### config.mk
export PLATFORM = sky130hd
export DESIGN_NAME = sps_port
export DESIGN_NICKNAME = d
export VERILOG_FILES = /design/src/shared/sps_pkg.sv /design/src/core/sps_rate_gen.sv /design/src/core/sps_port.sv
export SDC_FILE = /design/constraint.sdc
export NUM_CORES = 1
export LEC_CHECK = 0
export BUFFER_PORTS_ARGS = -buffer_cell sky130_fd_sc_hd__buf_4
export CORE_AREA = 2 2 130 107
export CTS_CLUSTER_DIAMETER = 120
export DETAILED_ROUTE_END_ITERATION = 6
export DIE_AREA = 0 0 132 109
export PLACE_DENSITY = 0.69
export SYNTH_ARGS = -nofsm -noshare
export SYNTH_HDL_FRONTEND = slang
export SYNTH_HIERARCHICAL = 1
export SYNTH_SLANG_ARGS = --single-unit
export TNS_END_PERCENT = 1
### constraint.sdc
create_clock -name clk -period 3.6 [get_ports clk]
set_input_delay 0.72 -clock clk [delete_from_list [all_inputs] [get_ports clk]]
set_output_delay 0.72 -clock clk [all_outputs]
set_load 0.005 [all_outputs]
### src/shared/sps_pkg.sv
// sps_pkg: register map, field positions, reset values and timing for the serial port
package sps_pkg;

	// ----------------------------------------
	// register offsets
	// ----------------------------------------
	localparam logic [2:0] OFS_CONTROL_ONE       = 3'h0;
	localparam logic [2:0] OFS_CONTROL_TWO       = 3'h1;
	localparam logic [2:0] OFS_CLOCK_RATE_SELECT = 3'h2;
	localparam logic [2:0] OFS_PORT_STATUS       = 3'h3;
	localparam logic [2:0] OFS_DATA_HIGH_BYTE    = 3'h4;
	localparam logic [2:0] OFS_DATA_LOW_BYTE     = 3'h5;

	// ----------------------------------------
	// control_one fields
	// ----------------------------------------
	localparam int BIT_MAIN_IRQ_ENABLE      = 7;
	localparam int BIT_SYSTEM_ENABLE        = 6;
	localparam int BIT_TX_EMPTY_IRQ_ENABLE  = 5;
	localparam int BIT_MASTER_SELECT        = 4;
	localparam int BIT_CLOCK_POLARITY       = 3;
	localparam int BIT_CLOCK_PHASE          = 2;
	localparam int BIT_SELECT_OUTPUT_ENABLE = 1;
	localparam int BIT_LOW_BIT_FIRST        = 0;

	// ----------------------------------------
	// control_two and status fields
	// ----------------------------------------
	localparam int BIT_WORD_WIDTH_SELECT   = 6;
	localparam int BIT_FAULT_DETECT_ENABLE = 4;
	localparam int BIT_BIDIR_OUTPUT_ENABLE = 3;
	localparam int BIT_STOP_IN_WAIT        = 1;
	localparam int BIT_PIN_CONTROL_BIDIR   = 0;
	localparam int BIT_TRANSFER_DONE_FLAG  = 7;
	localparam int BIT_TX_EMPTY_FLAG       = 5;
	localparam int BIT_MODE_FAULT_FLAG     = 4;

	// ----------------------------------------
	// writable masks and reset values
	// ----------------------------------------
	localparam logic [7:0] MASK_CONTROL_TWO = 8'h5B;
	localparam logic [7:0] MASK_RATE        = 8'h77;
	localparam logic [7:0] RST_CONTROL_ONE  = 8'h04;
	localparam logic [7:0] RST_CONTROL_TWO  = 8'h00;
	localparam logic [7:0] RST_RATE         = 8'h00;

	// ----------------------------------------
	// timing
	// ----------------------------------------
	localparam int CLK_PERIOD_NS = 10;
	localparam int BITS_NARROW   = 8;
	localparam int BITS_WIDE     = 16;

endpackage : sps_pkg

### src/core/sps_rate_gen.sv
// sps_rate_gen: divides the bus clock into serial half-period enable pulses
module sps_rate_gen #(
	parameter int CNT_W = 12
) (
	// clock and reset
	input  wire logic             clk,
	input  wire logic             resetn,
	// control
	input  wire logic             run,
	input  wire logic             restart,
	input  wire logic [2:0]       preselect,
	input  wire logic [2:0]       exponent,
	// enable pulse, one per half serial period
	output logic                  half_tick
);

	logic [CNT_W-1:0] count_q;
	logic [CNT_W-1:0] half_div;

	// half of (preselect + 1) * 2^(exponent + 1)
	assign half_div = CNT_W'((32'(preselect) + 32'd1) << exponent);

	always_ff @(posedge clk) begin
		if (!resetn || restart) begin
			count_q   <= '0;
			half_tick <= 1'b0;
		end else if (run) begin
			if (count_q >= half_div - CNT_W'(1)) begin
				count_q   <= '0;
				half_tick <= 1'b1;
			end else begin
				count_q   <= count_q + CNT_W'(1);
				half_tick <= 1'b0;
			end
		end else begin
			half_tick <= 1'b0;
		end
	end

endmodule : sps_rate_gen

### src/core/sps_port.sv
// sps_port: master/slave synchronous serial port with register bank
module sps_port (
	// clock and reset
	input  wire logic       clk,
	input  wire logic       resetn,
	// power modes
	input  wire logic       wait_mode,
	input  wire logic       stop_mode,
	// register port
	input  wire logic [2:0] addr,
	input  wire logic [7:0] wdata,
	input  wire logic       wr,
	input  wire logic       rd,
	output logic      [7:0] rdata,
	// serial pins
	input  wire logic       sck_i,
	output logic            sck_o,
	output logic            sck_oe,
	input  wire logic       mosi_i,
	output logic            mosi_o,
	output logic            mosi_oe,
	input  wire logic       miso_i,
	output logic            miso_o,
	output logic            miso_oe,
	input  wire logic       ss_n_i,
	output logic            ss_n_o,
	output logic            ss_n_oe,
	// interrupt request
	output logic            irq
);

	typedef enum logic [2:0] {
		ST_IDLE = 3'b001,
		ST_LOAD = 3'b010,
		ST_SHIFT = 3'b100
	} sps_state_t;

	// ----------------------------------------
	// registers and field views
	// ----------------------------------------
	logic [7:0]  ctl1_q, ctl2_q, rate_q;
	logic [15:0] txbuf_q, rxbuf_q, shift_q;
	logic        tx_full_q, done_q, fault_q;
	logic        status_seen_q;
	sps_state_t  state_q;
	logic [4:0]  edge_q;
	logic        sck_q, sample_bit_q;
	logic        sck_s1_q, sck_s2_q, sck_s3_q;
	logic        mosi_s1_q, mosi_s2_q, miso_s1_q, miso_s2_q, ss_s1_q, ss_s2_q;

	logic en, mst, clock_polarity, clock_phase, select_output_enable, lsbf, wide, mfen, bidir, bdoe;
	assign en    = ctl1_q[sps_pkg::BIT_SYSTEM_ENABLE];
	assign mst   = ctl1_q[sps_pkg::BIT_MASTER_SELECT];
	assign clock_polarity  = ctl1_q[sps_pkg::BIT_CLOCK_POLARITY];
	assign clock_phase  = ctl1_q[sps_pkg::BIT_CLOCK_PHASE];
	assign select_output_enable  = ctl1_q[sps_pkg::BIT_SELECT_OUTPUT_ENABLE];
	assign lsbf  = ctl1_q[sps_pkg::BIT_LOW_BIT_FIRST];
	assign wide  = ctl2_q[sps_pkg::BIT_WORD_WIDTH_SELECT];
	assign mfen  = ctl2_q[sps_pkg::BIT_FAULT_DETECT_ENABLE];
	assign bidir = ctl2_q[sps_pkg::BIT_PIN_CONTROL_BIDIR];
	assign bdoe  = ctl2_q[sps_pkg::BIT_BIDIR_OUTPUT_ENABLE];

	// ----------------------------------------
	// pin synchronisers
	// ----------------------------------------
	always_ff @(posedge clk) begin
		sck_s1_q  <= sck_i;
		sck_s2_q  <= sck_s1_q;
		sck_s3_q  <= sck_s2_q;
		mosi_s1_q <= mosi_i;
		mosi_s2_q <= mosi_s1_q;
		miso_s1_q <= miso_i;
		miso_s2_q <= miso_s1_q;
		ss_s1_q   <= ss_n_i;
		ss_s2_q   <= ss_s1_q;
	end

	// ----------------------------------------
	// write decode and abort causes
	// ----------------------------------------
	logic wr_c1, wr_c2, wr_br, wr_dl, rd_st, rd_dl;
	logic role_chg, cfg_abort, fault_hit, abort;
	logic [7:0] c1_new, c2_new, br_new;
	assign wr_c1  = wr && addr == sps_pkg::OFS_CONTROL_ONE;
	assign wr_c2  = wr && addr == sps_pkg::OFS_CONTROL_TWO;
	assign wr_br  = wr && addr == sps_pkg::OFS_CLOCK_RATE_SELECT;
	assign wr_dl  = wr && addr == sps_pkg::OFS_DATA_LOW_BYTE;
	assign rd_st  = rd && addr == sps_pkg::OFS_PORT_STATUS;
	assign rd_dl  = rd && addr == sps_pkg::OFS_DATA_LOW_BYTE;
	assign c1_new = wdata;
	assign c2_new = wdata & sps_pkg::MASK_CONTROL_TWO;
	assign br_new = wdata & sps_pkg::MASK_RATE;

	assign role_chg = wr_c1 && c1_new[sps_pkg::BIT_MASTER_SELECT] != mst;
	// master config change aborts the transfer
	assign cfg_abort = mst && (
		(wr_c1 && c1_new[3:0] != ctl1_q[3:0]) ||
		(wr_c2 && (c2_new[sps_pkg::BIT_WORD_WIDTH_SELECT] != wide ||
			c2_new[sps_pkg::BIT_FAULT_DETECT_ENABLE] != mfen ||
			c2_new[sps_pkg::BIT_PIN_CONTROL_BIDIR] != bidir ||
			(bidir && c2_new[sps_pkg::BIT_BIDIR_OUTPUT_ENABLE] != bdoe))) ||
		(wr_br && br_new != rate_q));
	// select pin as fault input when master with fault detect and no select output
	assign fault_hit = en && mst && mfen && !select_output_enable && !ss_s2_q;
	assign abort = !en || role_chg || cfg_abort || fault_hit;

	// ----------------------------------------
	// control registers
	// ----------------------------------------
	always_ff @(posedge clk) begin
		if (!resetn) begin
			ctl1_q <= sps_pkg::RST_CONTROL_ONE;
			ctl2_q <= sps_pkg::RST_CONTROL_TWO;
			rate_q <= sps_pkg::RST_RATE;
		end else begin
			if (wr_c1) begin
				ctl1_q <= c1_new;
			end else if (fault_hit) begin
				ctl1_q[sps_pkg::BIT_MASTER_SELECT] <= 1'b0;
			end
			if (wr_c2) begin
				ctl2_q <= c2_new;
			end
			if (wr_br) begin
				rate_q <= br_new;
			end
		end
	end

	// ----------------------------------------
	// master clock generation, frozen by power modes
	// ----------------------------------------
	logic halt, run_gen, half_tick;
	// stop mode or wait with stop-in-wait freezes master timing
	assign halt = stop_mode || (wait_mode && ctl2_q[sps_pkg::BIT_STOP_IN_WAIT]);
	assign run_gen = mst && state_q == ST_SHIFT && !halt;

	sps_rate_gen u_rate (
		.clk       (clk),
		.resetn    (resetn),
		.run       (run_gen),
		.restart   (abort || state_q != ST_SHIFT),
		.preselect (rate_q[6:4]),
		.exponent  (rate_q[2:0]),
		.half_tick (half_tick)
	);

	// ----------------------------------------
	// edge events
	// ----------------------------------------
	logic slv_sel, slv_edge, edge_ev, edge_even, in_bit, last_edge;
	logic [4:0] n_edges;
	assign slv_sel  = en && !mst && !ss_s2_q;
	// slave follows the remote clock regardless of power mode
	assign slv_edge = slv_sel && (sck_s2_q != sck_s3_q);
	assign edge_ev  = state_q == ST_SHIFT && (mst ? half_tick : slv_edge);
	assign edge_even = edge_q[0]; // edge_q counts completed edges
	assign n_edges  = wide ? 5'(2 * sps_pkg::BITS_WIDE - 1) : 5'(2 * sps_pkg::BITS_NARROW - 1);
	assign last_edge = edge_q == n_edges;
	// data in pin by role and bidirectional mode
	assign in_bit = mst ? (bidir ? mosi_s2_q : miso_s2_q)
		: (bidir ? miso_s2_q : mosi_s2_q);

	logic out_bit;
	logic [3:0] top_idx;
	assign top_idx = wide ? 4'hF : 4'h7;
	assign out_bit = lsbf ? shift_q[0] : shift_q[top_idx];

	// ----------------------------------------
	// transfer state machine and shifter
	// ----------------------------------------
	logic samp;
	// phase 0 samples on odd edges (edge_q even before the edge)
	assign samp = clock_phase ? edge_even : !edge_even;

	always_ff @(posedge clk) begin
		if (!resetn || abort) begin
			state_q      <= ST_IDLE;
			edge_q       <= '0;
			sck_q        <= 1'b0;
			shift_q      <= '0;
			sample_bit_q <= 1'b0;
		end else begin
			case (state_q)
				ST_IDLE: begin
					edge_q <= '0;
					sck_q  <= 1'b0;
					if (tx_full_q && (mst || slv_sel)) begin
						state_q <= ST_LOAD;
					end
				end
				ST_LOAD: begin
					shift_q <= wide ? txbuf_q : {8'h00, txbuf_q[7:0]};
					state_q <= ST_SHIFT;
				end
				ST_SHIFT: begin
					if (!mst && ss_s2_q) begin
						state_q <= ST_IDLE;
					end else if (edge_ev) begin
						sck_q  <= ~sck_q;
						edge_q <= edge_q + 5'd1;
						if (samp) begin
							sample_bit_q <= in_bit;
						end else if (edge_q != 5'd0) begin
							// shift after the capture half
							if (lsbf) begin
								shift_q <= wide ? {sample_bit_q, shift_q[15:1]}
									: {8'h00, sample_bit_q, shift_q[7:1]};
							end else begin
								shift_q <= wide ? {shift_q[14:0], sample_bit_q}
									: {8'h00, shift_q[6:0], sample_bit_q};
							end
						end
						if (last_edge) begin
							state_q <= ST_IDLE;
						end
					end
				end
				default: state_q <= ST_IDLE;
			endcase
		end
	end

	// final bit: live when the last edge samples, held from the edge before otherwise
	logic [15:0] final_word;
	logic        last_in;
	assign last_in = clock_phase ? in_bit : sample_bit_q;
	always_comb begin
		if (lsbf) begin
			final_word = wide ? {last_in, shift_q[15:1]} : {8'h00, last_in, shift_q[7:1]};
		end else begin
			final_word = wide ? {shift_q[14:0], last_in} : {8'h00, shift_q[6:0], last_in};
		end
	end
	logic word_done;
	assign word_done = state_q == ST_SHIFT && edge_ev && last_edge;

	// ----------------------------------------
	// buffers and flags
	// ----------------------------------------
	always_ff @(posedge clk) begin
		if (!resetn) begin
			txbuf_q   <= '0;
			tx_full_q <= 1'b0;
		end else if (!en) begin
			tx_full_q <= 1'b0;
		end else begin
			if (wr && addr == sps_pkg::OFS_DATA_HIGH_BYTE) begin
				txbuf_q[15:8] <= wdata;
			end
			if (state_q == ST_LOAD) begin
				tx_full_q <= 1'b0;
			end else if (wr_dl) begin
				txbuf_q[7:0] <= wdata;
				tx_full_q    <= 1'b1;
			end
		end
	end

	always_ff @(posedge clk) begin
		if (!resetn) begin
			rxbuf_q       <= '0;
			done_q        <= 1'b0;
			fault_q       <= 1'b0;
			status_seen_q <= 1'b0;
		end else if (!en) begin
			done_q        <= 1'b0;
			fault_q       <= 1'b0;
			status_seen_q <= 1'b0;
		end else begin
			if (rd_st) begin
				status_seen_q <= 1'b1;
			end
			// set wins over clear
			if (word_done) begin
				rxbuf_q <= final_word;
				done_q  <= 1'b1;
			end else if (rd_dl && status_seen_q) begin
				done_q        <= 1'b0;
				status_seen_q <= 1'b0;
			end
			if (fault_hit) begin
				fault_q <= 1'b1;
			end else if (wr_c1 && status_seen_q) begin
				fault_q <= 1'b0;
			end
		end
	end

	// ----------------------------------------
	// read port, pins and interrupt
	// ----------------------------------------
	always_ff @(posedge clk) begin
		if (!resetn) begin
			rdata <= 8'h00;
		end else if (rd) begin
			case (addr)
				sps_pkg::OFS_CONTROL_ONE:       rdata <= ctl1_q;
				sps_pkg::OFS_CONTROL_TWO:       rdata <= ctl2_q;
				sps_pkg::OFS_CLOCK_RATE_SELECT: rdata <= rate_q;
				sps_pkg::OFS_PORT_STATUS: begin
					rdata <= {done_q, 1'b0, en && !tx_full_q, fault_q, 4'h0};
				end
				sps_pkg::OFS_DATA_HIGH_BYTE:    rdata <= wide ? rxbuf_q[15:8] : 8'h00;
				sps_pkg::OFS_DATA_LOW_BYTE:     rdata <= rxbuf_q[7:0];
				default:                        rdata <= 8'h00;
			endcase
		end else begin
			rdata <= 8'h00;
		end
	end

	logic act, drive_data;
	assign act = state_q == ST_SHIFT;
	assign drive_data = bidir ? bdoe : 1'b1;

	always_ff @(posedge clk) begin
		if (!resetn) begin
			sck_o   <= 1'b0;
			sck_oe  <= 1'b0;
			mosi_o  <= 1'b0;
			mosi_oe <= 1'b0;
			miso_o  <= 1'b0;
			miso_oe <= 1'b0;
			ss_n_o  <= 1'b1;
			ss_n_oe <= 1'b0;
			irq     <= 1'b0;
		end else begin
			sck_o   <= clock_polarity ^ (act && mst && sck_q);
			sck_oe  <= en && mst;
			mosi_o  <= out_bit;
			mosi_oe <= en && mst && drive_data;
			miso_o  <= out_bit;
			miso_oe <= en && !mst && slv_sel && drive_data;
			ss_n_o  <= !(act || tx_full_q);
			ss_n_oe <= en && mst && mfen && select_output_enable;
			irq     <= (ctl1_q[sps_pkg::BIT_MAIN_IRQ_ENABLE] && (done_q || fault_q)) ||
				(ctl1_q[sps_pkg::BIT_TX_EMPTY_IRQ_ENABLE] && en && !tx_full_q);
		end
	end

endmodule : sps_port

==> flow_summary_export.csv <==
group,metric,value,unit
setup_path,critPathCaptureType,"flip-flop",
pwr,ir_drop,314.2,uV
pwr,pwr_density_cell,424.1,mW/mm2
placement,gp_congestion,0.9161,
drt,drc,0,
cts,cts_root_buf,"clkbuf_16",
yosys,synthesis.area,0.006446,mm2
setup_path,cp.required,3890,ps
timing,hold_violations,0,
cts,cts_setup_buffers,0,
yosys,syn_area_per_cell,8.855,um2
timing,fin_crit_sh,95.57,%
timing,worst_pin_slew,852.7,ps
yosys,syn_inst,728,
yosys,synth_top_cells_by_count,"119 x dfxtp_1, 97 x nand2_1, 59 x mux2i_1, 45 x nor2_1, 42 x nor2b_1",
placement,placed_area,0.006850,mm2
cts,cts_buffer_depth,2,
layout,nFillCells,1161,
timing,timing.final.max_slew_violations,0,
yosys,synthArstFlopShare,0,%
setup_path,r2r_start,"rate_q[4]",
drt,viasPerCell,5.796,
pwr,p_leak,0.002742,uW
yosys,synth.ff_latch_count,119,
yosys,yosysWarnings,6,
cts,clk_pin_slew,50,ps
floorplanning,die-area,0.01439,mm2
yosys,yosysSeqAreaShare,36.96,%
layout,syn_to_final_growth,15.74,%
floorplanning,io_pins,38,
timing,finalSetupTns,0,ps
drt,drt_pass1_iterations,5,
yosys,synth.distinct_cells,81,
drt,num_vias,5500,
floorplanning,die_w,132,um
yosys,synth.net_count,766,
run_status,status,"complete, no violations",
yosys,synthMuxAreaShare,9.686,%
yosys,synth_fa_ha_area_share,3.300,%
run,maxCapViolations,0,
yosys,synth_most_common_cell,"dfxtp_1",
timing,fin_worst_skew,7.895,ps
placement,dp_hpwl,11890,um
layout,seq_area,0.002385,mm2
global_routing,overflow,0,
timing,relSlewSlack,43.01,%
layout,antennaDiodeCount,0,
cts,cts.sinks,119,
yosys,synth_compound_area_share,17.16,%
yosys,synth_top_area_share,36.96,%
layout,postLayoutCellArea,0.007461,mm2
placement,pre_cts_slack,28.31,ps
yosys,synth_top_family_by_area,"simple AND/OR/NAND/NOR gates",
cts,htree_levels,4,
drt,drt_iter0_markers,622,
timing,worst_slack,159.5,ps
timing,grt_setup_unrepaired,"false",
cts,clkLatencyLatePin,420,ps
timing,fmax,290.7,MHz
layout,multi_input_area,0.003797,mm2
global_routing,grt_max_degree,43,
worst_hold_path,min_path_type,"reg2reg",
timing,period_needed,3441,ps
floorplanning,rows,38,
floorplanning,fp.dieH,109,um
yosys,synth_edf_count,0,
yosys,yosysTopAreaCell,"dfxtp_1",
yosys,synthSimpleGateAreaFrac,23.39,%
placement,portBuffers,37,
global_routing,grt_pass1_wl,26950,um
global_routing,gr-usage-all-layers,23.80,%
floorplanning,core,0.01317,mm2
layout,fin_nets,794,
global_routing,antenna_found_initial,0,
yosys,synth_xor_xnor_area_share,4.755,%
worst_hold_path,hp-start,"sck_s1_q",
cts,tritoncts,"built",
yosys,synth.area.top_cells,"dfxtp_1 37%, mux2i_1 9.2%, nand2_1 5.6%, nor2b_1 4.1%, ha_1 3.3%",
cts,numCtsBuffers,17,
drt,ant_nets,0,
timing,setup_viol,0,
setup_path,cp-startpoint,"rate_q[4]",
setup_path,crit_type,"reg2reg",
drt,wirelength,16790,um
yosys,synth_ff_type,"dfxtp_1",
setup_path,arrival,3740,ps
layout,drive_above_1_share,17.04,%
setup_path,crit_path_max_fanout,7,
setup_path,start_kind,"flip-flop",
drt,wl_per_cell,17.69,um
floorplanning,start_util,48.95,%
global_routing,grt_pass1_vias,5130,
## what timing repair did
action / 4_1_cts / 5_1_grt
hold buffers: 0 / 0
setup endpoints to repair: 0 / 13
gates resized for setup: 0 / 8
## cell families (layout without fill, tap and decap cells)
family,Yosys count,after routing
AOI/OAI and AO/OA,151,151
xor gates and xnor gates,35,35
adders and majority gates,17,17
buffers and inverters,61,102
DFF,119,119
muxes,62,62
and+or+nand+nor,283,283
## worst paths after layout
check / end / slack [ps] / cells past startpoint
max reg2reg: u_rate/count_q[2] / 160 / 14
min reg2reg: sck_s2_q / 320 / 0
max: u_rate/count_q[2] / 160 / 14
min: sck_s2_q / 320 / 0
## registers in the layout, indices dropped and copies added, names as in the netlist, 3 cells and up
signal and flops:
rdata 8, txbuf_q 16, rate_q 6, state_q 3, u_rate/count_q 12, ctl2_q 5
rxbuf_q 16, edge_q 5, shift_q 16, ctl1_q 8
## placed cells by master, fill, tap and decap left out, drive strengths merged, types with 5 or more instances in the layout
master,Yosys,layout
ha,17,17
inv,10,11
and3,7,7
a21o,6,6
o21ai,20,20
nor3b,6,6
and2,5,5
mux2i,59,59
dfxtp,119,119
o2111ai,9,9
nor2,51,51
nand4,6,6
o211a,6,6
nand4b,5,5
nand2b,9,9
nor2b,43,43
clkinv,1,7
xor2,17,17
clkbuf,26,21
o22ai,5,5
xnor2,18,18
a31oi,10,10
a21boi,12,12
o211ai,9,9
nand2,98,98
nor3,15,15
a21oi,39,39
nand3,13,13
buf,24,59
a211oi,9,9
## worst max-delay path, cell delays in order, from the launching register on
cell	delay, ps
dfxtp_2	310
ha_1	240
nor2b_2	190
a221oi_2	380
a21oi_2	170
o21ba_1	250
nor4_2	270
nor2_1	80
ha_1	300
nand4_1	120
or3_1	390
o221a_2	270
buf_4	170
nand3b_1	100
a31oi_1	80
## through the flow
| stage | instances | utilization, % | power, uW | hold slack, ps |
|---|---|---|---|---|
| after floorplan | 728 | - | 1506 | 309.6 |
| after global placement | 917 | 52.01 | 1571 | 312.6 |
| after detailed placement | 917 | 52.01 | 1575 | 312.1 |
| after CTS | 949 | 56.34 | 3175 | 324.2 |
| after global routing | 949 | 56.65 | 3263 | 340.4 |
| final | 949 | 56.65 | 3165 | 324.3 |
## where the power goes
part,internal (uW),total [uW],switching (uW)
Clock,1000,1610,607
Sequential,1330,1340,11.5
Combinational,90.2,216,126
Total,2420,3160,744
## layout make-up
type	count	area share [%]
Inverter	11	0.5534
Timing Repair Buffer	59	5.937
Sequential cell	119	31.96
Clock buffer	21	6.306
Clock inverter	11	1.325
Tap cell	180	3.019
Multi-Input combinational cell	548	50.90
## metal layers
layer | share of wire (%) | vias up | track usage (%)
met5 | 0 | - | 0
met4 | 1.7 | 0 | 8.075
met3 | 6.0 | 25 | 6.183
met2 | 45 | 183 | 37.17
met1 | 47 | 2656 | 32.14
li1 | - | 2636 | -
Power figures use the tool's default switching activity.
